--- config.mk ---
export PLATFORM = sky130hd
export DESIGN_NAME = cluster_event_select_snapshot_regs
export DESIGN_NICKNAME = d
export VERILOG_FILES = /design/src/core/evsel_pkg.sv /design/src/core/cluster_event_select_snapshot_regs.sv /design/src/core/evsel_store.sv
export SDC_FILE = /design/constraint.sdc
export NUM_CORES = 1
export LEC_CHECK = 0
export BUFFER_PORTS_ARGS = -buffer_cell sky130_fd_sc_hd__buf_2
export CAP_MARGIN = 20
export CORE_MARGIN = 2
export CORE_UTILIZATION = 57
export DETAILED_ROUTE_END_ITERATION = 10
export PLACE_DENSITY = 0.83
export SLEW_MARGIN = 20
export SYNTH_ARGS = -nofsm -noshare
export SYNTH_HDL_FRONTEND = slang
export SYNTH_HIERARCHICAL = 1
export SYNTH_SLANG_ARGS = --single-unit
--- constraint.sdc ---
create_clock -name clk_in -period 3.86 [get_ports clk_in]
set_input_delay 0.386 -clock clk_in [delete_from_list [all_inputs] [get_ports clk_in]]
set_output_delay 0.386 -clock clk_in [all_outputs]
set_load 0.02 [all_outputs]
--- src/core/evsel_pkg.sv ---
/*
 * Package for the event selection and snapshot register bank: offsets,
 * field layout, reset values and the packed carriers.
 * Assumes nothing of its surroundings.
 */
package evsel_pkg;

  // ************************************************************
  // register map (byte addresses)
  // ************************************************************
  localparam logic [11:0] EVSEL_BASE_OFFSET  = 12'h400;
  localparam logic [11:0] EVSEL_2_OFFSET     = 12'h408;
  localparam logic [11:0] EVSEL_3_OFFSET     = 12'h40c;
  localparam logic [11:0] EVSEL_4_OFFSET     = 12'h410;
  localparam logic [11:0] EVSEL_5_OFFSET     = 12'h414;
  localparam logic [11:0] CAPTURE_LO_OFFSET  = 12'h600;
  localparam logic [11:0] CAPTURE_HI_OFFSET  = 12'h604;
  localparam logic [11:0] LOCK_CTRL_OFFSET   = 12'h700;
  localparam logic [11:0] CAPTURE_CTRL_OFFSET = 12'h704;

  // ************************************************************
  // field layout
  // ************************************************************
  localparam int SECURE_FILTER_BIT    = 31;
  localparam int NONSECURE_FILTER_BIT = 29;
  localparam int EVENT_NUMBER_MSB     = 15;
  localparam int EVENT_NUMBER_WIDTH   = 16;
  localparam int FIRST_SEL_INDEX      = 2;
  localparam int SEL_COUNT            = 4;
  localparam int MAX_COUNTER_INDEX    = 30;
  localparam int SEL_INDEX_WIDTH      = 2;
  localparam logic [31:0] SEL_WRITE_MASK = 32'ha000_ffff;

  // ************************************************************
  // reset values (any value is legal here, zero chosen)
  // ************************************************************
  localparam logic [31:0] SEL_RESET      = 32'h0000_0000;
  localparam logic [63:0] CAPTURE_RESET  = 64'h0000_0000_0000_0000;

  // ************************************************************
  // axi responses
  // ************************************************************
  localparam logic [1:0] RESP_OKAY   = 2'b00;
  localparam logic [1:0] RESP_SLVERR = 2'b10;
  localparam logic [1:0] RESP_DECERR = 2'b11;

  typedef struct packed {
    logic [11:0] awaddr;
    logic        awvalid;
    logic [31:0] wdata;
    logic [3:0]  wstrb;
    logic        wvalid;
    logic        bready;
    logic [11:0] araddr;
    logic        arvalid;
    logic        rready;
  } axil_req_t;

  typedef struct packed {
    logic        awready;
    logic        wready;
    logic [1:0]  bresp;
    logic        bvalid;
    logic        arready;
    logic [31:0] rdata;
    logic [1:0]  rresp;
    logic        rvalid;
  } axil_rsp_t;

  typedef struct packed {
    logic core_power_on;
    logic double_lock_engaged;
    logic os_lock_engaged;
    logic external_monitor_permit;
    logic sw_lock_engaged;
  } access_state_t;

  typedef struct packed {
    logic                          secure_filter;
    logic                          nonsecure_filter;
    logic [EVENT_NUMBER_WIDTH-1:0] event_number;
  } event_select_t;

endpackage

--- src/core/cluster_event_select_snapshot_regs.sv ---
/*
 * Event selection and counter-zero snapshot register bank, AXI4-Lite
 * slave. Filter and event fields drive the counter logic outside.
 * Assumes lock, power and permission levels arrive asynchronously from
 * other logic and that capture data is stable while its strobe is high.
 */
`timescale 1ns/1ps
module cluster_event_select_snapshot_regs #(
  parameter int IMPL_COUNTERS = 6
) (
  input  wire logic                   clk_in,
  input  wire logic                   reset_n_in,
  input  wire evsel_pkg::axil_req_t   axi_req_in,
  output evsel_pkg::axil_rsp_t        axi_rsp_out,
  input  wire evsel_pkg::access_state_t access_in,
  input  wire logic                   capture_strobe_in,
  input  wire logic [63:0]            counter_zero_in,
  output logic [3:0]                  secure_count_en_out,
  output logic [3:0]                  nonsecure_count_en_out,
  output logic [3:0][15:0]            event_number_out
);
  import evsel_pkg::*;

  // ************************************************************
  // state
  // ************************************************************
  typedef enum logic [2:0] {
    ST_IDLE = 3'b001,
    ST_RESP = 3'b010,
    ST_DONE = 3'b100
  } bus_state_t;

  typedef struct packed {
    access_state_t sync1;
    access_state_t sync2;
    bus_state_t    wr_state;
    logic [11:0]   awaddr;
    logic          aw_held;
    logic [31:0]   wdata;
    logic [3:0]    wstrb;
    logic          w_held;
    logic [1:0]    bresp;
    bus_state_t    rd_state;
    logic [31:0]   rdata;
    logic [1:0]    rresp;
    logic          rd_from_store;
    logic [63:0]   capture;
    logic          capture_lo_sel;
    logic [3:0]    sec_en;
    logic [3:0]    nsec_en;
    logic [3:0][15:0] evnum;
  } bank_state_t;

  bank_state_t state_reg;
  bank_state_t state_next;

  logic [31:0]      store_rd;
  logic [3:0][31:0] store_all;
  logic             store_we;
  logic [1:0]       store_widx;
  logic [1:0]       store_ridx;
  logic [31:0]      store_wdata;

  // ************************************************************
  // helpers
  // ************************************************************
  // decodes a selection offset; valid only for the stored slots
  function automatic logic sel_hit(input logic [11:0] a,
                                   output logic [1:0] idx);
    logic hit;
    hit = 1'b0;
    idx = 2'b00;
    if (a == EVSEL_2_OFFSET) begin
      hit = 1'b1;
      idx = 2'd0;
    end else if (a == EVSEL_3_OFFSET) begin
      hit = 1'b1;
      idx = 2'd1;
    end else if (a == EVSEL_4_OFFSET) begin
      hit = 1'b1;
      idx = 2'd2;
    end else if (a == EVSEL_5_OFFSET) begin
      hit = 1'b1;
      idx = 2'd3;
    end
    return hit;
  endfunction

  // any selection slot, counters 0 to 30, implemented or not
  function automatic logic sel_space(input logic [11:0] a);
    return (a >= EVSEL_BASE_OFFSET) &&
           (a <= EVSEL_BASE_OFFSET + 12'(4 * MAX_COUNTER_INDEX)) &&
           (a[1:0] == 2'b00);
  endfunction

  function automatic logic access_ok(input access_state_t s);
    return s.core_power_on && !s.double_lock_engaged &&
           !s.os_lock_engaged && s.external_monitor_permit;
  endfunction

  function automatic logic slot_implemented(input logic [1:0] idx);
    return (int'(idx) + FIRST_SEL_INDEX) < IMPL_COUNTERS;
  endfunction

  // ************************************************************
  // next state
  // ************************************************************
  always_comb begin
    logic        hit;
    logic [1:0]  idx;
    logic        ok;
    logic        wr_go;
    logic        rd_go;
    hit         = 1'b0;
    idx         = 2'b00;
    ok          = 1'b0;
    wr_go       = 1'b0;
    rd_go       = 1'b0;
    state_next  = state_reg;
    store_we    = 1'b0;
    store_widx  = 2'b00;
    store_wdata = 32'h0000_0000;
    store_ridx  = 2'b00;

    state_next.sync1 = access_in;
    state_next.sync2 = state_reg.sync1;
    ok = access_ok(state_reg.sync2);

    if (capture_strobe_in) begin
      state_next.capture = counter_zero_in;
    end

    // ---- write channel ----
    case (state_reg.wr_state)
      ST_IDLE: begin
        if (axi_req_in.awvalid && !state_reg.aw_held) begin
          state_next.awaddr  = axi_req_in.awaddr;
          state_next.aw_held = 1'b1;
        end
        if (axi_req_in.wvalid && !state_reg.w_held) begin
          state_next.wdata  = axi_req_in.wdata;
          state_next.wstrb  = axi_req_in.wstrb;
          state_next.w_held = 1'b1;
        end
        wr_go = state_reg.aw_held && state_reg.w_held;
        if (wr_go) begin
          hit = sel_hit(state_reg.awaddr, idx);
          state_next.wr_state = ST_RESP;
          state_next.aw_held  = 1'b0;
          state_next.w_held   = 1'b0;
          if (!ok) begin
            state_next.bresp = RESP_SLVERR;
          end else if (state_reg.sync2.sw_lock_engaged) begin
            state_next.bresp = RESP_SLVERR;
          end else if (hit) begin
            state_next.bresp = RESP_OKAY;
            store_we    = slot_implemented(idx);
            store_widx  = idx;
            store_wdata = state_reg.wdata & SEL_WRITE_MASK;
          end else if (sel_space(state_reg.awaddr)) begin
            state_next.bresp = RESP_OKAY;
          end else if (state_reg.awaddr == CAPTURE_LO_OFFSET ||
                       state_reg.awaddr == CAPTURE_HI_OFFSET) begin
            state_next.bresp = RESP_SLVERR;
          end else begin
            state_next.bresp = RESP_DECERR;
          end
        end
      end
      ST_RESP: begin
        if (axi_req_in.bready) begin
          state_next.wr_state = ST_IDLE;
        end
      end
      default: begin
        state_next.wr_state = ST_IDLE;
      end
    endcase

    // ---- read channel ----
    case (state_reg.rd_state)
      ST_IDLE: begin
        rd_go = axi_req_in.arvalid;
        if (rd_go) begin
          hit = sel_hit(axi_req_in.araddr, idx);
          store_ridx = idx;
          state_next.rd_from_store = 1'b0;
          state_next.rdata = 32'h0000_0000;
          state_next.rresp = RESP_OKAY;
          state_next.rd_state = ST_DONE;
          if (!ok) begin
            state_next.rresp = RESP_SLVERR;
          end else if (hit) begin
            state_next.rd_from_store = slot_implemented(idx);
          end else if (sel_space(axi_req_in.araddr)) begin
            state_next.rdata = 32'h0000_0000;
          end else if (axi_req_in.araddr == CAPTURE_LO_OFFSET) begin
            state_next.rdata = state_reg.capture[31:0];
          end else if (axi_req_in.araddr == CAPTURE_HI_OFFSET) begin
            state_next.rdata = state_reg.capture[63:32];
          end else begin
            state_next.rresp = RESP_DECERR;
          end
        end
      end
      ST_DONE: begin
        // store read data lands this cycle
        if (state_reg.rd_from_store) begin
          state_next.rdata = store_rd;
        end
        state_next.rd_from_store = 1'b0;
        state_next.rd_state = ST_RESP;
      end
      ST_RESP: begin
        if (axi_req_in.rready) begin
          state_next.rd_state = ST_IDLE;
        end
      end
      default: begin
        state_next.rd_state = ST_IDLE;
      end
    endcase

    // ---- counter controls ----
    for (int i = 0; i < SEL_COUNT; i++) begin
      state_next.sec_en[i] = !store_all[i][SECURE_FILTER_BIT];
      state_next.nsec_en[i] = store_all[i][NONSECURE_FILTER_BIT] ==
                              store_all[i][SECURE_FILTER_BIT];
      state_next.evnum[i] = store_all[i][EVENT_NUMBER_MSB:0];
    end
  end

  // ************************************************************
  // registers
  // ************************************************************
  // fixed reset for unknown fields
  always_ff @(posedge clk_in or negedge reset_n_in) begin
    if (!reset_n_in) begin
      state_reg          <= '0;
      state_reg.wr_state <= ST_IDLE;
      state_reg.rd_state <= ST_IDLE;
      state_reg.capture  <= CAPTURE_RESET;
    end else begin
      state_reg <= state_next;
    end
  end

  evsel_store #(
    .DEPTH (SEL_COUNT),
    .AW    (SEL_INDEX_WIDTH)
  ) u_store (
    .clk_in      (clk_in),
    .reset_n_in  (reset_n_in),
    .wr_en_in    (store_we),
    .wr_idx_in   (store_widx),
    .wr_data_in  (store_wdata),
    .wr_strb_in  (state_reg.wstrb),
    .rd_idx_in   (store_ridx),
    .rd_data_out (store_rd),
    .all_out     (store_all)
  );

  // ************************************************************
  // outputs
  // ************************************************************
  always_comb begin
    axi_rsp_out         = '0;
    axi_rsp_out.awready = (state_reg.wr_state == ST_IDLE) &&
                          !state_reg.aw_held;
    axi_rsp_out.wready  = (state_reg.wr_state == ST_IDLE) &&
                          !state_reg.w_held;
    axi_rsp_out.bvalid  = state_reg.wr_state == ST_RESP;
    axi_rsp_out.bresp   = state_reg.bresp;
    axi_rsp_out.arready = state_reg.rd_state == ST_IDLE;
    axi_rsp_out.rvalid  = state_reg.rd_state == ST_RESP;
    axi_rsp_out.rdata   = state_reg.rdata;
    axi_rsp_out.rresp   = state_reg.rresp;
  end

  assign secure_count_en_out    = state_reg.sec_en;
  assign nonsecure_count_en_out = state_reg.nsec_en;
  assign event_number_out       = state_reg.evnum;

endmodule // cluster_event_select_snapshot_regs

--- src/core/evsel_store.sv ---
/*
 * Small register store for the event selection words, one per counter
 * from index 2 up; read data come from a register.
 * Assumes the caller masks write data and decides write permission.
 */
`timescale 1ns/1ps
module evsel_store #(
  parameter int DEPTH = 4,
  parameter int AW    = 2
) (
  input  wire logic          clk_in,
  input  wire logic          reset_n_in,
  input  wire logic          wr_en_in,
  input  wire logic [AW-1:0] wr_idx_in,
  input  wire logic [31:0]   wr_data_in,
  input  wire logic [3:0]    wr_strb_in,
  input  wire logic [AW-1:0] rd_idx_in,
  output logic      [31:0]   rd_data_out,
  output logic [DEPTH-1:0][31:0] all_out
);
  import evsel_pkg::*;

  typedef struct packed {
    logic [DEPTH-1:0][31:0] mem;
    logic [31:0]            rd;
  } store_state_t;

  store_state_t state_reg;
  store_state_t state_next;

  always_comb begin
    state_next = state_reg;
    if (wr_en_in) begin
      for (int b = 0; b < 4; b++) begin
        if (wr_strb_in[b]) begin
          state_next.mem[wr_idx_in][b*8 +: 8] = wr_data_in[b*8 +: 8];
        end
      end
    end
    state_next.rd = state_reg.mem[rd_idx_in];
  end

  always_ff @(posedge clk_in or negedge reset_n_in) begin
    if (!reset_n_in) begin
      state_reg <= '0;
    end else begin
      state_reg <= state_next;
    end
  end

  assign rd_data_out = state_reg.rd;
  assign all_out     = state_reg.mem;

endmodule // evsel_store

# Yosys cells after proc, flatten, opt, wreduce, memory -nomap -nowiden

Cells that the tools add are included.

Register bits after elaboration: 399
Bits of input ports: 137
Output and inout bits: 113
Logic and storage cells: 198

$add $sub $neg: 2
Order comparisons: 9
Equality and inequality tests: 26
Mux-type cells: 91
Reduce and logical (&&, ||, !) cells: 37

Operator list:

| cell                                                             | number |
|---|---|
| 2-to-1 mux 128 bit                                               | 7 |
| bitwise mux 128 bit                                              | 4 |
| 2-to-1 mux 32 bit                                                | 12 |
| demux 32 bit (select 2 bit)                                      | 4 |
| equality test 12 x 11 -> 1 bit, second input constant            | 12 |
| binary-select mux 32 bit (select 2 bit)                          | 1 |
| case mux 32 bit (2 select lines)                                 | 1 |
| 2-to-1 mux 2 bit                                                 | 27 |
| 2-to-1 mux 38 bit                                                | 1 |
| 2-to-1 mux 34 bit                                                | 1 |
| >= comparator 12 x 11 -> 1 bit, second input constant            | 2 |
| less-or-equal comparator 12 x 11 -> 1 bit, second input constant | 2 |
| 2-to-1 mux 24 bit                                                | 1 |
| 2-to-1 mux 1 bit                                                 | 23 |
| AND reduction 2 bit                                              | 9 |
| 2-to-1 mux 16 bit                                                | 1 |
| logical AND 1 bit                                                | 13 |
| 2-to-1 mux 3 bit                                                 | 4 |
| != test 2 bit, second input constant                             | 5 |
| case mux 3 bit (3 select lines)                                  | 1 |
| logical NOT 1 bit                                                | 8 |
| 2-to-1 mux 8 bit                                                 | 1 |
| adder 2 x 2 -> 3 bit, second input constant                      | 2 |
| equality test 3 x 1 -> 1 bit, second input constant              | 2 |
| other kinds (12)                                                 | 21 |

# Depth between registers and ports, before layout

Gate-level depths: netlist of the first run.

Depth after elaboration: 27
Mapped depth: 8
Mapped depth without buffers: 6

# Cells and area by module

Netlist of the first run, hierarchy kept.

Modules (own cells, without submodules):

| module                             | times used | cells an instance | area each (sq um) | seq. area each (sq um) |
|---|---|---|---|---|
| cluster_event_select_snapshot_regs | 1          | 683               | 9287.7            | 5607.9 |
| evsel_store                        | 1          | 351               | 6486.2            | 4003.8 |

# Worst setup path before layout of the first run

OpenSTA, ideal clock, no wires.

Path type: in2reg
From: input port axi_req_in[10] (netlist bit)
To: register u_store.state_reg, in the netlist u_store/rd_data_out[29]
Setup time: 138 ps
Data arrival time: 2942 ps
Data required time: 3722 ps
Slack: 780 ps
Stages: 6
Buffers on the path: 1
Cells stage by stage: or4_4 -> or4_4 -> or3_2 -> nor3b_1 -> buf_1 -> mux4_2

RTL lines:

| item                 | line                                     | RTL |
|---|---|---|
| from (decl)          | cluster_event_select_snapshot_regs.sv:13 | `input wire evsel_pkg::axil_req_t axi_req_in,` |
| to (signal assigned) | evsel_store.sv:47                        | `state_reg <= state_next;` |
| to (decl)            | evsel_store.sv:28                        | `store_state_t state_reg;` |

# Final worst setup path of the first run

From: register state_reg[224] (netlist bit)
To: register u_store.state_reg, in the netlist u_store/all_out[36]

Longest elaborated chain between the ends: 27
Elaborated cells between the ends (all ways): 52
Classes of those cells: add/sub (1); order compare (3); eq/ne (4); mux (43); reduce/logical (1)

Ends and longest elaborated chain:

| item                                                        | line                                      | RTL |
|---|---|---|
| from (decl)                                                 | cluster_event_select_snapshot_regs.sv:54  | `bank_state_t state_reg;` |
| from (signal assigned)                                      | cluster_event_select_snapshot_regs.sv:244 | `state_reg <= state_next;` |
| equality test 12 x 11 -> 1 bit                              | cluster_event_select_snapshot_regs.sv:82  | `end else if (a == EVSEL_5_OFFSET) begin` |
| 2-to-1 mux 2 bit / 2-to-1 mux 1 bit (equally long branches) | cluster_event_select_snapshot_regs.sv:82  |  |
| 2-to-1 mux 2 bit / 2-to-1 mux 1 bit (equally long branches) | cluster_event_select_snapshot_regs.sv:79  | `end else if (a == EVSEL_4_OFFSET) begin` |
| 2-to-1 mux 2 bit / 2-to-1 mux 1 bit (equally long branches) | cluster_event_select_snapshot_regs.sv:76  | `end else if (a == EVSEL_3_OFFSET) begin` |
| 2-to-1 mux 2 bit / 2-to-1 mux 1 bit (equally long branches) | cluster_event_select_snapshot_regs.sv:73  | `if (a == EVSEL_2_OFFSET) begin` |
| 2-to-1 mux 2 bit / 2-to-1 mux 1 bit (equally long branches) | cluster_event_select_snapshot_regs.sv:146 | `if (wr_go) begin` |
| 2-to-1 mux 2 bit / 2-to-1 mux 1 bit (equally long branches) | cluster_event_select_snapshot_regs.sv:134 | `case (state_reg.wr_state)` |
| 2-to-1 mux 2 bit *                                          | cluster_event_select_snapshot_regs.sv:155 | `end else if (hit) begin` |
| [... 4 more ...]                                            | n/a                                       |  |
| named net store_widx[0]                                     | cluster_event_select_snapshot_regs.sv:60  | `logic [1:0] store_widx;` |
| [... 7 more ...]                                            | n/a                                       |  |
| bitwise mux 128 bit                                         | evsel_store.sv:36                         | `state_next.mem[wr_idx_in][b*8 +: 8] = wr_data_in[b*8 +: 8];` |
| 2-to-1 mux 128 bit                                          | evsel_store.sv:35                         | `if (wr_strb_in[b]) begin` |
| 2-to-1 mux 128 bit                                          | evsel_store.sv:33                         | `if (wr_en_in) begin` |
| bitwise mux 128 bit                                         | evsel_store.sv:36                         |  |
| 2-to-1 mux 128 bit                                          | evsel_store.sv:35                         |  |
| 2-to-1 mux 128 bit                                          | evsel_store.sv:33                         |  |
| bitwise mux 128 bit                                         | evsel_store.sv:36                         |  |
| 2-to-1 mux 128 bit *                                        | evsel_store.sv:35                         |  |

Mark *: on every way through the listed nets, which the timed path passes. The rest lies on a longest branch. The select of a mux whose other input is x is not followed.
A chain may end at the register's enable or synchronous reset.

==> impl_metrics.csv, run 1 <==
group,metric,value,unit
sta,timing.final.setup_violations,0,
sta,final.min_clock_period,3.337,ns
yosys,synth-seq-area-share,60.93,%
layout,synthToLayoutAreaGrowth,14.97,%
detailed_routing,firstDrtPassIters,4,
layout,largest_reg_flops,128,
sta,rsz_0062_raised_after_global_routing,"false",
yosys,synth-simple-area-share,5.441,%
sta,finalSetupTns,0,ns
grt,first_global_vias,9112,
layout,regArea,0.009612,mm²
worst_setup_path,critical_path.cell_chain,"or4b_2 -> nor4_1 -> and3_1 -> and2_1 -> nand4b_2 -> mux2_2",
worst_setup_path,setup.worst_path.class,"flip-flop to flip-flop",
detailed_routing,postRouteWirelength,32310,µm
place,hpwlAfterDp,21660,µm
sta,hold_violations,0,
grt,grt_first_pass_wirelength,50820,µm
yosys,syn-instance-count,1034,
clocking,largest_buffer_count_on_any_clock_path,3,
clocking,tritoncts.num_buffers,40,
yosys,yosys.area_share.xor_xnor,0.3331,%
yosys,syn-mean-instance-area,15.26,µm²
detailed_routing,detail-route-antenna-nets,0,
worst_setup_path,crit_arrival,3.74,ns
floorplanning,die_area,0.02902,mm²
power,power_density,512.1,mW/mm²
clocking,ctsResizeCount,0,
run_status,result_of_the_run,"finished clean",
sta,skew,0.01511,ns
job,maxCapViolations,0,
yosys,synthMuxAreaShare,24.76,%
worst_setup_path,critical_path.max_fanout,16,
sta,finalCritPeriodShare,86.45,%
floorplanning,placeableCoreArea,0.02703,mm²
floorplanning,die-height,170.4,µm
floorplanning,start_util,58.37,%
clocking,clk-insertion-delay-late,0.52,ns
place,dpl_worst_slack,0.5858,ns
yosys,synth-compound-area-share,1.729,%
yosys,synth-main-ff-cell,"sky130_fd_sc_hd__dfrtp_1",
detailed_routing,drtIter0Drc,669,
grt,overflow,0,
yosys,register_bit_count_reported_by_yosys,384,
grt,grt_use_total,22.84,%
floorplanning,die_w,170.4,µm
power,finalPower,9.288,mW
worst_setup_path,critPathMaxStageDelay,0.70,ns
layout,fin_cells,1608,
worst_hold_path,min-delay-path-class,"input port to flip-flop",
clocking,clk_pin_slew_worst_paths,0.06,ns
grt,initial_antenna_violation_count,4,
worst_setup_path,startpoint_type,"flip-flop",
grt,maximum_number_of_pins_on_one_net_before_global_route_repair,115,
layout,nFillCells,1848,
yosys,synth_top_family_by_area,"multiplexers",
worst_setup_path,critical-path-slowest-cell,"sky130_fd_sc_hd__or4b_2",
sta,max_slew_margin,42.67,%
sta,fmaxAchievable,0.2997,GHz
clocking,cts_setup_buffers,0,
floorplanning,placement_rows,60,
place,finalWeightedCongestion,0.8010,
layout,final_core_utilization,67.10,%
floorplanning,floorplan.io_pins,250,
clocking,cts.sink_count,384,
yosys,synth-adder-area-share,0,%
detailed_routing,detail_route.drc_violations,0,
yosys,synth_warn,6,
yosys,synth_async_sr_flop_share,100.0,%
worst_setup_path,crit_path_end_kind,"flip-flop",
place,port_buffers,235,
detailed_routing,detail_route.wl_per_cell,20.09,µm
layout,layout-drive-gt1-share,47.55,%
layout,multi_input_area,0.005319,mm²
yosys,number_of_distinct_standard_cells_referenced_by_the_synthesized_netlist,50,
yosys,post_synthesis_instance_area,0.01577,mm²
worst_setup_path,crit_required,4.26,ns
clocking,cts_tree,"built",
detailed_routing,post_drt_via_cell_ratio,5.424,
sta,tightest_slew,0.8600,ns
detailed_routing,vias,8722,
clocking,clock-root-buffer,"sky130_fd_sc_hd__clkbuf_16",
clocking,cts_htree_levels,2,
power,p_leak,9.181,nW
power,worst_ir_drop_vdd,0.0005003,V
sta,setup_ws,0.5232,ns
layout,final_net_count,1374,
yosys,count_of_flip_flops_with_a_built_in_enable_after_synthesis,0,
place,dp.cells,1530,
sta,slew_viol_final,0,
==> worst paths after layout <==
check | startpoint | end | slack (ns) | cells after the start
worst max register to register | state_reg[224]$_DFFE_PN0P_ | u_store/all_out[36]$_DFFE_PN0P_ | 0.52 | 6
worst min register to register | state_next[230]$_DFF_PN0_ | state_reg[230]$_DFF_PN0_ | 0.35 | 0
min in group asynchronous | reset_n_in | state_reg[189]$_DFFE_PN0P_ | 0.51 | 2
worst max-delay path | state_reg[224]$_DFFE_PN0P_ | u_store/all_out[36]$_DFFE_PN0P_ | 0.52 | 6
worst min-delay path | axi_req_in[14] | state_reg[228]$_DFFE_PN0P_ | 0.09 | 2
max in group asynchronous | reset_n_in | u_store/rd_data_out[21]$_DFF_PN0_ | 2.35 | 3
==> routing by layer <==
metal | GRT usage (%) | wire length (µm)
met3 | 4.907 | 1945
met2 | 36.11 | 15270
met1 | 32.96 | 14560
met4 | 5.128 | 513
met5 | 0 | 16
==> placed cells by master (no fill, tap or decap), types with 3 or more instances in the layout <==
cell type	instances
sky130_fd_sc_hd__a21oi_1	3
sky130_fd_sc_hd__and2_1	53
sky130_fd_sc_hd__and3_1	3
sky130_fd_sc_hd__and4bb_2	4
sky130_fd_sc_hd__buf_12	5
sky130_fd_sc_hd__buf_2	234
sky130_fd_sc_hd__buf_4	10
sky130_fd_sc_hd__clkbuf_1	6
sky130_fd_sc_hd__clkbuf_16	42
sky130_fd_sc_hd__clkbuf_8	11
sky130_fd_sc_hd__clkinv_2	9
sky130_fd_sc_hd__conb_1	56
sky130_fd_sc_hd__dfrtp_1	382
sky130_fd_sc_hd__dlygate4sd3_1	6
sky130_fd_sc_hd__inv_1	8
sky130_fd_sc_hd__mux2_2	226
sky130_fd_sc_hd__mux2i_1	64
sky130_fd_sc_hd__mux4_2	32
sky130_fd_sc_hd__nand2_1	4
sky130_fd_sc_hd__nand2b_1	4
sky130_fd_sc_hd__nand4_2	4
sky130_fd_sc_hd__nand4b_2	8
sky130_fd_sc_hd__nor2_1	10
sky130_fd_sc_hd__nor3b_1	3
sky130_fd_sc_hd__o21ai_0	3
sky130_fd_sc_hd__o21ai_1	30
sky130_fd_sc_hd__or4_4	3
sky130_fd_sc_hd__xnor2_1	4
==> synthesized netlist by cell type, types with 2 or more instances <==
library cell | number | share of area, %
sky130_fd_sc_hd__nand2b_1 | 4 | 0.16
sky130_fd_sc_hd__and2_1 | 53 | 2.1
sky130_fd_sc_hd__a31oi_1 | 2 | 0.079
sky130_fd_sc_hd__nor4_1 | 2 | 0.079
sky130_fd_sc_hd__or4_4 | 3 | 0.21
sky130_fd_sc_hd__dfstp_2 | 2 | 0.33
sky130_fd_sc_hd__nand4_2 | 4 | 0.32
sky130_fd_sc_hd__buf_6 | 6 | 0.43
sky130_fd_sc_hd__and3_1 | 3 | 0.12
sky130_fd_sc_hd__nor3b_1 | 5 | 0.24
sky130_fd_sc_hd__a21oi_1 | 3 | 0.095
sky130_fd_sc_hd__o21ai_1 | 30 | 0.95
sky130_fd_sc_hd__buf_4 | 113 | 5.4
sky130_fd_sc_hd__o31a_1 | 2 | 0.11
sky130_fd_sc_hd__xor2_1 | 2 | 0.11
sky130_fd_sc_hd__and4bb_2 | 4 | 0.32
sky130_fd_sc_hd__clkbuf_1 | 19 | 0.45
sky130_fd_sc_hd__nor2_1 | 11 | 0.26
sky130_fd_sc_hd__xnor2_1 | 4 | 0.22
sky130_fd_sc_hd__dfrtp_1 | 382 | 61
sky130_fd_sc_hd__mux2_2 | 226 | 16
sky130_fd_sc_hd__mux2i_1 | 64 | 4.1
sky130_fd_sc_hd__inv_1 | 8 | 0.19
sky130_fd_sc_hd__nand2_1 | 4 | 0.095
sky130_fd_sc_hd__buf_2 | 5 | 0.16
sky130_fd_sc_hd__buf_1 | 7 | 0.17
sky130_fd_sc_hd__nand4b_1 | 2 | 0.11
sky130_fd_sc_hd__nand4bb_1 | 2 | 0.14
sky130_fd_sc_hd__o21ai_0 | 3 | 0.095
sky130_fd_sc_hd__mux4_2 | 32 | 4.6
sky130_fd_sc_hd__nand4b_2 | 8 | 0.76
==> stage by stage <==
| step | hold WS (ns) | area (µm²) |
|---|---|---|
| floorplan | 0.09041 | 15980 |
| global placement | 0.3342 | 16750 |
| detailed placement | 0.3347 | 16750 |
| CTS | 0.07751 | 18130 |
| global route | 0.07883 | 18130 |
| finish | 0.09224 | 18130 |
==> critical path: cells and delay by family (launching register included) <==
kind | cells | cell delay (ns)
DFF | 1 | 0.39
muxes | 1 | 0.44
and+or+nand+nor | 5 | 2.38
==> cell families (layout without fill, tap and decap cells) <==
family / after synthesis / after routing
xor+xnor: 6 / 6
compound gates: 47 / 47
buf+inv: 158 / 335
other cells: 1 / 57
mux: 322 / 322
flops: 384 / 384
simple gates: 116 / 116
==> repair_timing <==
| item | CTS | global route |
|---|---|---|
| endpoints found under the hold margin | 71 | 0 |
| hold buffers | 6 | 0 |
| endpoints found under the setup margin | 0 | 0 |
==> final cells by class <==
cell class / count / share of cell area (%)
clock inverters: 12 / 0.5451
flip-flops and latches: 384 / 53.00
diodes: 1 / 0.01380
clock buffers: 59 / 6.754
well taps: 341 / 2.353
inverters: 8 / 0.1656
repair buffers: 256 / 7.838
multi-input cells: 547 / 29.33
==> where the power goes <==
part	internal (mW)	total, mW	switching, mW
Sequential	4.35	4.57	0.221
Clock	2.26	3.77	1.50
Combinational	0.485	0.954	0.469
Total	7.10	9.29	2.19
(Power assumes the default switching activity.)
==> inputs of run 2 (changes only) <==
--- a/config.mk
+++ b/config.mk
@@ -9,7 +9,7 @@
 export CAP_MARGIN = 20
 export CORE_MARGIN = 2
-export CORE_UTILIZATION = 57
+export CORE_UTILIZATION = 52
 export DETAILED_ROUTE_END_ITERATION = 10
-export PLACE_DENSITY = 0.83
+export PLACE_DENSITY = 0.86
 export SLEW_MARGIN = 20
 export SYNTH_ARGS = -nofsm -noshare
==> constraint.sdc (replaced) <==
create_clock -name clk_in -period 3.05 [get_ports clk_in]
set_input_delay 0.7625 -clock clk_in [delete_from_list [all_inputs] [get_ports clk_in]]
set_output_delay 0.7625 -clock clk_in [all_outputs]
set_load 0.02 [all_outputs]
==> impl_metrics.csv, run 2 (same netlist as run 1, synthesis figures left out) <==
group,metric,value,unit
worst_setup_path,r2r_slack,0.05,ns
power,netSwitchingPower,2.853,mW
floorplanning,die_w,178.2,µm
place,dpl_cell_area,0.01694,mm²
power,finalPower,12.28,mW
sta,final.min_clock_period,2.996,ns
power,proportion_of_total_power_due_to_net_switching,23.24,%
worst_setup_path,crit_path_end_kind,"flip-flop",
detailed_routing,post_drt_via_cell_ratio,5.231,
power,p_leak,9.274,nW
grt,busiest_layer,"met2",
worst_setup_path,crit_arrival,3.39,ns
power,power.sequential.fraction,47.1,%
clocking,clk_pin_slew_worst_paths,0.06,ns
grt,globalRouteMet1Util,28.39,%
layout,layout_commonest_cell,"sky130_fd_sc_hd__dfrtp_1",
grt,use_met3,4.454,%
floorplanning,die-height,178.2,µm
sta,max_slew_margin,44.85,%
place,port_buffers,235,
place,dp.cells,1586,
worst_setup_path,startpoint_type,"flip-flop",
sta,skew,0.01796,ns
floorplanning,placement_rows,63,
floorplanning,start_util,53.08,%
place,hpwlAfterDp,22750,µm
power,clock_power_share,43.1,%
power,power_density,666.9,mW/mm²
sta,slew_viol_final,0,
worst_setup_path,crit_required,3.45,ns
detailed_routing,detail_route.wl_per_cell,19.90,µm
sta,finalSetupTns,0,ns
clocking,tritoncts.num_buffers,40,
worst_setup_path,setup.worst_path.class,"flip-flop to flip-flop",
layout,final_core_utilization,61.95,%
layout,largest_reg_flops,128,
worst_setup_path,critical_path.max_fanout,16,
clocking,largest_buffer_count_on_any_clock_path,3,
clocking,cts_setup_buffers,0,
job,maxCapViolations,0,
grt,grt_use_total,21.18,%
power,internal_power,9.425,mW
detailed_routing,postRouteWirelength,33060,µm
sta,rsz_0062_raised_after_global_routing,"true",
floorplanning,floorplan.io_pins,250,
grt,overflow,0,
grt,maximum_number_of_pins_on_one_net_before_global_route_repair,93,
clocking,cts_tree,"built",
layout,final_design_area_no_fill,0.01841,mm²
layout,layout-drive-gt1-share,48.27,%
clocking,clk-insertion-delay-late,0.52,ns
power,worst_ir_drop_vdd,0.0007763,V
place,finalWeightedCongestion,0.7943,
layout,fin_cells,1661,
run_status,result_of_the_run,"finished clean",
detailed_routing,firstDrtPassIters,4,
layout,final_net_count,1375,
clocking,clock-root-buffer,"sky130_fd_sc_hd__clkbuf_16",
clocking,hold_buffers,0,
clocking,cts.sink_count,384,
layout,synthToLayoutAreaGrowth,16.70,%
grt,grt_first_pass_wirelength,51540,µm
worst_hold_path,min-delay-path-class,"input port to asynchronous set/reset pin",
detailed_routing,detail-route-antenna-nets,0,
grt,gr-usage-met2,35.45,%
grt,first_global_vias,9374,
layout,final_cell_mix,"sky130_fd_sc_hd__dfrtp_1, sky130_fd_sc_hd__buf_2, sky130_fd_sc_hd__mux2_2",
sta,timing.final.setup_violations,0,
sta,hold_violations,0,
detailed_routing,vias,8689,
floorplanning,die_area,0.03174,mm²
power,p_comb_share,9.8,%
floorplanning,placeableCoreArea,0.02972,mm²
grt,initial_antenna_violation_count,1,
detailed_routing,detail_route.drc_violations,0,
sta,finalCritPeriodShare,98.22,%
detailed_routing,drtIter0Drc,378,
sta,tightest_slew,0.8161,ns
clocking,cts_htree_levels,2,
clocking,ctsResizeCount,0,
sta,fmaxAchievable,0.3338,GHz
## run 2: per-layer routing
metal  wire [µm]  vias up
li1            -     3921
met1       14030     4475
met2       16230      245
met3        2155       48
met4         642        0
met5           0        -
## run 2: metrics by stage
stage / hold slack, ns / worst slack [ns]
finish: 0.1769 / 0.05423
global placement: 0.3347 / -0.3177
CTS: 0.1801 / 0.07795
floorplan: 0.3312 / -0.09632
global route: 0.1951 / -0.08746
detailed placement: 0.3356 / -0.3489
## run 2: worst paths after layout
| check | start | end | cells after the start |
|---|---|---|---|
| hold reg to reg | state_next[231]$_DFF_PN0_ | state_reg[231]$_DFF_PN0_ | 0 |
| setup / recovery | state_reg[224]$_DFFE_PN0P_ | u_store/all_out[39]$_DFFE_PN0P_ | 7 |
| min in group clk_in | state_next[231]$_DFF_PN0_ | state_reg[231]$_DFF_PN0_ | 0 |
| max in group asynchronous | reset_n_in | state_reg[102]$_DFFE_PN0P_ | 2 |
| hold / removal | reset_n_in | event_number_out[51]$_DFF_PN0_ | 1 |
| setup reg to reg | state_reg[224]$_DFFE_PN0P_ | u_store/all_out[39]$_DFFE_PN0P_ | 7 |
## run 2: cell type report
class                           count  area, µm²
Tap cell                          390      488.0
Multi-Input combinational cell    547       5329
Clock inverter                     19      291.5
Timing Repair Buffer              257       1476
Antenna cell                        1      2.502
Clock buffer                       55       1180
Sequential cell                   384       9612
Fill cell                        2095      11310
Inverter                            8      30.03
## run 2: power by group through the flow
stage | logic (mW) | registers, mW | clock network [mW]
CTS | 1.22 | 5.78 | 5.38
detailed placement | 1.21 | 5.87 | 0
global route | 1.32 | 5.84 | 5.60
floorplan | 0.847 | 5.78 | 0
finish | 1.20 | 5.79 | 5.29
global placement | 1.17 | 5.84 | 0
## run 2: critical path, stage by stage (launching register included)
cell	delay, ns
sky130_fd_sc_hd__dfrtp_1	0.39
sky130_fd_sc_hd__or4b_2	0.69
sky130_fd_sc_hd__nor4_1	0.28
sky130_fd_sc_hd__and3_1	0.30
sky130_fd_sc_hd__and2_1	0.15
sky130_fd_sc_hd__buf_4	0.23
sky130_fd_sc_hd__nand4b_2	0.42
sky130_fd_sc_hd__mux2_2	0.42
